[src/rtl/dcspo_map.vh]
// constants for the dual channel safe power off block
// assumes a 50 MHz system clock
`ifndef DCSPO_MAP_VH
`define DCSPO_MAP_VH
`define DCSPO_CLK_HZ 50000000
`define DCSPO_TICK_US 1000
`define DCSPO_TICK_CYC ((`DCSPO_CLK_HZ / 1000000) * `DCSPO_TICK_US)
`define DCSPO_FILT_MS 2
`define DCSPO_RESP_MS 15
`define DCSPO_MS_W 5
`define DCSPO_MODE_NO_ALARM 1'b0
`define DCSPO_RESTORE_EDGE 1'b0
`define DCSPO_RESTORE_LEVEL 1'b1
`define DCSPO_ST_RUN 2'h0
`define DCSPO_ST_OFF 2'h1
`define DCSPO_ST_HOLD 2'h2
`define DCSPO_BLINK_MS 250
`endif

[src/rtl/dcspo_chan.v]
// one shut-off channel: synchroniser and off-pulse filter
// assumes tick is a one-cycle pulse every millisecond
`timescale 1ns/1ns
`include "dcspo_map.vh"
module dcspo_chan #(
    parameter FILT_MS = `DCSPO_FILT_MS
) (
    input wire clk,
    input wire rst,
    input wire ce,
    input wire tick,
    input wire raw_in,
    output reg sync_out,
    output reg off_out
);
    reg meta_reg;
    reg [`DCSPO_MS_W-1:0] cnt_reg;
    always @(posedge clk or posedge rst) begin
        if (rst) begin
            meta_reg <= 1'b1;
            sync_out <= 1'b1;
            cnt_reg <= {`DCSPO_MS_W{1'b0}};
            off_out <= 1'b0;
        end else if (ce) begin
            meta_reg <= raw_in;
            sync_out <= meta_reg;
            // off only after low across more than FILT_MS full ticks
            if (sync_out) begin
                cnt_reg <= {`DCSPO_MS_W{1'b0}};
                off_out <= 1'b0;
            end else if (tick && !off_out) begin
                if (cnt_reg == FILT_MS[`DCSPO_MS_W-1:0]) begin
                    off_out <= 1'b1;
                end else begin
                    cnt_reg <= cnt_reg + 1'b1;
                end
            end
        end
    end
endmodule // dcspo_chan

[src/rtl/dcspo_top.v]
// Summary of operation
// both inputs off: remove power, block drive
// power removed within 15 ms
// partner holds both off 15 ms
// off pulses of 1 ms ignored
// partner test pulses 1 ms or less
// removed, mode 0: monitor on, readies off
// removed: led blinks green, brake held
// both back on: release, stay unexcited
// one input back does not release
// partner holds both on 15 ms
// re-excite only on restore input
// re-excite: outputs on, led steady, brake free
// shutoff monitor only when both off
// partner checks monitor pairing
// single channel off: monitor off, unexcited
// partner releases only with monitor on
// safety module resets on monitor feedback
// channel a upper arm, b lower arm
// synchronise inputs, millisecond timebase
//
// top of the dual channel safe power off logic
// assumes inputs synchronous-capable, 50 MHz clk, high = input on
`timescale 1ns/1ns
`include "dcspo_map.vh"
module dcspo_top #(
    parameter TICK_CYC = `DCSPO_TICK_CYC,
    parameter FILT_MS = `DCSPO_FILT_MS,
    parameter BLINK_MS = `DCSPO_BLINK_MS
) (
    input wire clk,
    input wire rst,
    input wire ce,
    input wire safe_off_in_a,
    input wire safe_off_in_b,
    input wire excitation_restore_in,
    input wire safe_off_alarm_mode,
    input wire restore_level_mode,
    output reg upper_arm_enable,
    output reg lower_arm_enable,
    output reg shutoff_monitor_out,
    output reg excitation_off_monitor,
    output reg ready,
    output reg pulse_input_ready,
    output reg brake_release_ctrl,
    output reg power_alarm_led,
    output reg excited
);
    localparam [1:0] ST_RUN = `DCSPO_ST_RUN;
    localparam [1:0] ST_OFF = `DCSPO_ST_OFF;
    localparam [1:0] ST_HOLD = `DCSPO_ST_HOLD;

    // bits to count 0 to value-1, at least one
    function integer cnt_bits;
        input integer value;
        integer v;
        begin
            v = value - 1;
            cnt_bits = 1;
            while (v > 1) begin
                v = v >> 1;
                cnt_bits = cnt_bits + 1;
            end
        end
    endfunction

    // either channel filtered off
    function any_off;
        input [1:0] off;
        begin
            any_off = off[0] | off[1];
        end
    endfunction

    // state decodes to an excited motor
    function is_run;
        input [1:0] st;
        begin
            is_run = (st == ST_RUN);
        end
    endfunction

    localparam integer TICK_W = cnt_bits(TICK_CYC);
    localparam integer TICK_M1 = TICK_CYC - 1;
    localparam [TICK_W-1:0] TICK_LAST = TICK_M1[TICK_W-1:0];
    localparam integer BLINK_W = cnt_bits(BLINK_MS);
    localparam integer BLINK_M1 = BLINK_MS - 1;
    localparam [BLINK_W-1:0] BLINK_LAST = BLINK_M1[BLINK_W-1:0];

    reg [TICK_W-1:0] tick_cnt_reg;
    reg tick_reg;
    reg [1:0] state_reg;
    reg [1:0] state_next;
    reg rst_meta_reg;
    reg rst_sync_reg;
    reg rst_prev_reg;
    reg [BLINK_W-1:0] blink_cnt_reg;
    reg blink_reg;
    wire [1:0] sync_w;
    wire [1:0] off_w;
    wire [1:0] raw_w;
    wire restore_hit;

    assign raw_w = {safe_off_in_b, safe_off_in_a};

    // millisecond timebase
    always @(posedge clk or posedge rst) begin
        if (rst) begin
            tick_cnt_reg <= {TICK_W{1'b0}};
            tick_reg <= 1'b0;
        end else if (ce) begin
            if (tick_cnt_reg == TICK_LAST) begin
                tick_cnt_reg <= {TICK_W{1'b0}};
                tick_reg <= 1'b1;
            end else begin
                tick_cnt_reg <= tick_cnt_reg + 1'b1;
                tick_reg <= 1'b0;
            end
        end
    end

    genvar gi;
    generate
        for (gi = 0; gi < 2; gi = gi + 1) begin : g_chan
            dcspo_chan #(
                .FILT_MS(FILT_MS)
            ) u_chan (
                .clk(clk),
                .rst(rst),
                .ce(ce),
                .tick(tick_reg),
                .raw_in(raw_w[gi]),
                .sync_out(sync_w[gi]),
                .off_out(off_w[gi])
            );
        end
    endgenerate

    // restore input sync and edge/level select
    always @(posedge clk or posedge rst) begin
        if (rst) begin
            rst_meta_reg <= 1'b0;
            rst_sync_reg <= 1'b0;
            rst_prev_reg <= 1'b0;
        end else if (ce) begin
            rst_meta_reg <= excitation_restore_in;
            rst_sync_reg <= rst_meta_reg;
            rst_prev_reg <= rst_sync_reg;
        end
    end

    assign restore_hit = (restore_level_mode == `DCSPO_RESTORE_LEVEL) ? rst_sync_reg :
        (rst_sync_reg & ~rst_prev_reg);

    // excitation state machine
    always @* begin
        state_next = state_reg;
        case (state_reg)
            ST_RUN: begin
                if (any_off(off_w)) begin
                    state_next = ST_OFF;
                end
            end
            ST_OFF: begin
                if (sync_w[0] & sync_w[1] & ~any_off(off_w)) begin
                    state_next = ST_HOLD;
                end
            end
            ST_HOLD: begin
                if (any_off(off_w)) begin
                    state_next = ST_OFF;
                end else if (restore_hit) begin
                    state_next = ST_RUN;
                end
            end
            default: begin
                state_next = ST_OFF;
            end
        endcase
    end

    // blink timebase for the led
    always @(posedge clk or posedge rst) begin
        if (rst) begin
            blink_cnt_reg <= {BLINK_W{1'b0}};
            blink_reg <= 1'b0;
        end else if (ce && tick_reg) begin
            if (blink_cnt_reg == BLINK_LAST) begin
                blink_cnt_reg <= {BLINK_W{1'b0}};
                blink_reg <= ~blink_reg;
            end else begin
                blink_cnt_reg <= blink_cnt_reg + 1'b1;
            end
        end
    end

    // state and registered outputs
    always @(posedge clk or posedge rst) begin
        if (rst) begin
            state_reg <= ST_OFF;
            upper_arm_enable <= 1'b0;
            lower_arm_enable <= 1'b0;
            shutoff_monitor_out <= 1'b0;
            excitation_off_monitor <= 1'b0;
            ready <= 1'b0;
            pulse_input_ready <= 1'b0;
            brake_release_ctrl <= 1'b0;
            power_alarm_led <= 1'b0;
            excited <= 1'b0;
        end else if (ce) begin
            state_reg <= state_next;
            upper_arm_enable <= ~off_w[0] & is_run(state_next);
            lower_arm_enable <= ~off_w[1] & is_run(state_next);
            shutoff_monitor_out <= off_w[0] & off_w[1];
            excited <= is_run(state_next);
            if (is_run(state_next)) begin
                excitation_off_monitor <= 1'b0;
                ready <= 1'b1;
                pulse_input_ready <= 1'b1;
                brake_release_ctrl <= 1'b1;
                power_alarm_led <= 1'b1;
            end else begin
                excitation_off_monitor <= (safe_off_alarm_mode == `DCSPO_MODE_NO_ALARM);
                ready <= 1'b0;
                pulse_input_ready <= 1'b0;
                brake_release_ctrl <= 1'b0;
                power_alarm_led <= blink_reg;
            end
        end
    end
endmodule // dcspo_top

[config.mk]
export PLATFORM = sky130hd
export DESIGN_NAME = dcspo_top
export DESIGN_NICKNAME = d
export VERILOG_FILES = /design/src/rtl/dcspo_chan.v /design/src/rtl/dcspo_top.v
export VERILOG_INCLUDE_DIRS = /design/src /design/src/rtl
export SDC_FILE = /design/constraint.sdc
export NUM_CORES = 1
export LEC_CHECK = 0
export BUFFER_PORTS_ARGS = -buffer_cell sky130_fd_sc_hd__buf_2
export CAP_MARGIN = 20
export CORE_ASPECT_RATIO = 1.2
export CORE_UTILIZATION = 36
export DETAILED_ROUTE_END_ITERATION = 10
export GPL_TIMING_DRIVEN = 0
export PLACE_DENSITY_LB_ADDON = 0.12
export SETUP_SLACK_MARGIN = 0.5
export SYNTH_ARGS = -nofsm -noshare
export SYNTH_HDL_FRONTEND = slang
export SYNTH_SLANG_ARGS = --single-unit
[constraint.sdc]
create_clock -name clk -period 1.71 [get_ports clk]
set_clock_uncertainty 0.05 [all_clocks]
set_input_delay 0.0855 -clock clk [delete_from_list [all_inputs] [get_ports clk]]
set_output_delay 0.0855 -clock clk [all_outputs]
set_load 0.02 [all_outputs]
# Word level (Yosys, flattened, before mapping)
# Cells that the tools add are included.
# totals
in_bits,8
elab_cells,88
output_inout_bits,9
reg_bits,54
# op_classes
eq_ne,8
addsub,4
mux,24
n_reduce_logical,16
bitwise,13
# op_table
op,count
$mux 5,6
$add 16x1->16 const B,1
$eq 16x16->1 const B,1
$mux 16,1
$reduce_and 3->1,4
$mux 1,11
$add 5x1->5 const B,2
$eq 5x2->1 const B,2
$add 8x1->8 const B,1
$eq 8x8->1 const B,1
$mux 2,4
$mux 8,1
$reduce_bool 2->1,4
$and 1x1->1,6
$not 1->1,6
$pmux 2 s3,1
$logic_not 2->1,2
$ne 2x1->1 const B,2
$logic_and 1x1->1,3
$eq 2x1->1 const B,1
$eq 2x2->1 const B,1
$logic_not 1->1,2
$reduce_and 2->1,1
$or 1x1->1,1

# Depth between registers and ports, before layout
# depth
depth_word,8
ltp_mapped,6
mapped_depth_nobuf,6

# Hierarchy
# Synthesis repeated with hierarchy kept, for this count alone.
# unflattened
cells_unflattened,265
area_unflattened_um2,2760.1
# modules_own_cells
module,n_inst,cells_each,area_each_um2,seq_area_each_um2
dcspo_top,1,173,1786.7,927.1
dcspo_chan,2,46,486.7,202.7

# Worst setup path before layout
# No wires, ideal clock.
# synth_timing
path_type,register to register
from,register tick_cnt_reg[7]
to,register tick_cnt_reg[15]
setup_slack_ps,-51
setup_ps,123
period_less_slack_ps,1761
arrival_time_ps,1588
stages_incl_launch_ff,5
t_required_ps,1537
n_path_buf,0
path_cell_list,dfrtp_1 or4b_4 nor4_4 nand2b_1 mux2i_1
# synth_between
elab_chain_len,2
elab_cells_between_ends,3
classes_between,1 x add/sub; 1 x eq/ne; 1 x mux
# synth_lines
item,line,rtl
start: declaration,dcspo_top.v:90,reg [TICK_W-1:0] tick_cnt_reg;
start signal: assignment,dcspo_top.v:109,tick_cnt_reg <= {TICK_W{1'b0}};
start signal: assignment,dcspo_top.v:113,tick_cnt_reg <= {TICK_W{1'b0}};
start signal: assignment,dcspo_top.v:116,tick_cnt_reg <= tick_cnt_reg + 1'b1;
$add 16x1->16 / $eq 16x16->1 (equally long branches),"dcspo_top.v:116, dcspo_top.v:112",
$mux 16 *,dcspo_top.v:112,if (tick_cnt_reg == TICK_LAST) begin
# Every way passes the cells marked *; elsewhere a longest branch is shown, timed or not.
# A chain may end at the register's enable or synchronous reset.

# Final worst setup path
# layout_timing
from,register tick_cnt_reg[10]
to,register tick_cnt_reg[15]
# Same word-level chain as after synthesis.

==> results by group <==
Power and ir drop
  • Leakage power figure: 1.66 nW
  • Power Density: 1000 nW/um^2
  • VDD IR max: 0.474 mV
  • Tot Pwr: 3.58 mW

Worst setup path
  • Reg-to-Reg End: tick_cnt_reg[15]
  • Stages on the worst setup path: 4
  • Critical Path RT: 1.85 ns
  • Critical path's slowest cell: or4bb_4
  • Worst r2r path cells: 4
  • CP cell instances: or4bb_4 > nor4_4 > nand2b_1 > mux2i_1
  • Critical Path End: tick_cnt_reg[15]
  • RR Startpoint: tick_cnt_reg[10]
  • Crit path capture type: flip-flop
  • Bufs and invs on worst path: 0
  • Slowest cell delay on critical path: 0.56 ns
  • CP startpoint kind: flip-flop
  • Crit. Startpoint: tick_cnt_reg[10]
  • Crit-path leading delay family: simple AND/OR/NAND/NOR gates
  • Crit path arrival time: 1.92 ns
  • Crit path max fanout: 5
  • R2r setup slk: -0.07 ns
  • CP Class: reg2reg

CTS
  • Max clock buf depth: 2
  • Clk pin slew, worst setup/hold paths: 0.10 ns
  • CTS Sinks: 53
  • Clock Latency Late Sink: 0.30 ns
  • CTS tree: done
  • Num CTS Buffers: 5
  • # H-tree levels: 2
  • Root Driver: clkbuf_8

Die
  • Die Width: 79.3 um
  • Die ar.: 7510 sq um
  • Initial Utilization: 37.4%
  • Die height: 94.8 um
  • IO Pins: 17
  • Area of the core: 6900 sq um
  • Std cell rows: 33

Yosys
  • Number of flops mapped to enable cells by yosys: 0
  • Post-Syn Nets: 251
  • Sequential area share after synthesis: 51.6%
  • Post-Syn Area: 2580 sq um
  • Distinct cells, synth: 50
  • Syn Inst Count: 236
  • Main synth FF type: dfrtp_1
  • Post-synth ARST share: 100%
  • Yosys synthesis warning count: 0
  • Synth Area per Inst: 10.9 sq um
  • #FFs+latches synth: 53

Global routing
  • GRT overflow: 0
  • Global-route wire length before repair: 9.31 mm
  • Largest net degree at the start of global routing: 38
  • Initial antenna violation count: 0
  • Vias in the first global route: 1967
  • Tot GR Track Use: 15.8%

Layout
  • Commonest non-fill, non-tap cell in the layout: dfrtp_1
  • N_diodes: 0
  • Most frequent cells in the layout: dfrtp_1 (44), buf_4 (30), buf_2 (15)
  • Final-layout fill cell count: 615
  • Fraction of layout cells with a size suffix above 1: 44.9%
  • Synthesis-to-finish area growth: 38.3%
  • Finished Cell Area: 3570 sq um
  • Max reg flops: 16
  • Nets@finish: 315
  • Layout Cells excl Fill: 388

Placement
  • Placed Area: 2880 sq um
  • Post-DP HPWL: 3.40 mm
  • Placed Cells: 339
  • Routability cong.: 0.734
  • Worst slack, placed: -0.251 ns
  • Number of port buffers: 15

STA
  • Final hold vios: 0
  • Setup tns final: -0.587 ns
  • Slew Viols, Final: 0
  • Worst setup margin: -0.0729 ns
  • Fin crit share: 104%
  • Final setup violation count: 10
  • Tmin final: 1.78 ns
  • Worst-margin pin slew: 0.418 ns
  • FMAX: 561 MHz
  • Slew HR: 72.1%
  • Unrepaired setup endpoints after global routing: true

Route
  • Via-to-Cell Ratio: 4.98
  • First-pass DRT Iterations: 6
  • Final wirelength: 5.56 mm
  • Drt initial violations: 73
  • Vias: 1934
  • Routed wire per std cell: 14.3 um
  • DRC: 0
  • Post-route ant nets: 0

Run status
  • Run status: finished, violations left
  • Failing checks: negative setup slack

Hold path
  • HP Class: in2reg
  • HP Start: ce

Flow run
  • Max-cap violation count: 0
Yosys cell counts (2+ instances only):
cell	n	share of area, %
nand2b_1	3	0.73
ha_1	7	3.4
nor2_1	16	2.3
buf_4	3	0.87
clkbuf_1	3	0.44
nand4b_1	2	0.68
a21o_1	4	1.2
mux2i_1	7	2.7
o21ai_0	5	0.97
xor2_1	11	3.7
dfstp_2	5	5.1
o22ai_1	2	0.48
nor4b_1	3	1.0
mux2_2	7	3.1
a211o_1	2	0.68
o2bb2ai_1	5	1.7
nor3b_1	3	0.87
a21oi_1	8	1.6
nor3_1	5	0.97
nand4_1	5	1.2
nand3b_1	2	0.58
dfrtp_1	48	47
nor4_1	4	0.97
nand2_1	15	2.2
and3_1	4	0.97
xnor2_1	9	3.1
inv_1	15	2.2
nand3_1	10	1.9
buf_2	2	0.39
what timing repair did:
item | CTS | global route
resized for setup | 33 | 35
setup endpoints to repair | 41 | 49
hold buffers | 5 | 0
pin swaps | 30 | 17
endpoints found under the hold margin | 18 | 0
buffers inserted | 30 | 6
power by group:
group          internal, mW  switching [mW]
logic                 0.529           0.514
clock network         0.440           0.417
registers              1.47           0.210
cell type report:
| cell class | instances | area (sq um) | area share, % |
|---|---|---|---|
| inverters | 15 | 60.1 | 1.68 |
| clock buffers | 6 | 72.6 | 2.03 |
| clock inverters | 2 | 38.8 | 1.09 |
| repair buffers | 57 | 458 | 12.8 |
| multi-input cells | 159 | 1430 | 40.0 |
| well taps | 87 | 109 | 3.05 |
| plain buffers | 9 | 65.1 | 1.82 |
| flip-flops and latches | 53 | 1340 | 37.5 |
per-stage QoR:
step           hold WS [ns]  utilization [%]
2_1_floorplan        0.0951                -
3_3_place_gp          0.278             41.5
3_5_place_dp         0.0581             41.8
4_1_cts               0.179             49.3
5_1_grt               0.232             51.8
6_report              0.211             51.8
per-layer routing:
metal	vias to the layer above	wire length [um]	global-route usage (%)
li1	958	-	-
met1	967	2490	20.1
met2	7	2970	27.8
met3	2	70	2.61
met4	0	30	4.09
met5	-	0	0
how the worst min path moves through the flow:
stage | endpoint | slack [ns] | depth (start not counted)
final | g_chan[0].u_chan.cnt_reg[2] | 0.21 | 4
after global routing | g_chan[0].u_chan.cnt_reg[2] | 0.23 | 4
after CTS | g_chan[0].u_chan.cnt_reg[2] | 0.18 | 4
after detailed placement | tick_cnt_reg[5] | 0.06 | 2
after global placement | g_chan[1].u_chan.meta_reg | 0.28 | 2
after floorplan | blink_cnt_reg[0] | 0.1 | 1
kinds of logic (layout without fill, tap and decap cells):
group | count (synthesis) | in the layout | share of synthesized area [%]
multiplexers | 14 | 14 | 5.77
AND/OR/NAND/NOR | 85 | 85 | 19.5
AO/OA/AOI/OAI | 33 | 33 | 8.87
buffers and inverters | 24 | 89 | 4.02
flip-flops | 53 | 53 | 51.6
adder cells (fa/ha/maj) | 7 | 7 | 3.39
XOR/XNOR | 20 | 20 | 6.79
worst reg2reg max path, delay by kind of cell, from the launching register on:
| family | cells | cell delay [ns] |
|---|---|---|
| flops | 1 | 0.40 |
| mux | 1 | 0.07 |
| simple gates | 3 | 1.15 |
No activity file was read; power rests on OpenSTA's default activity.
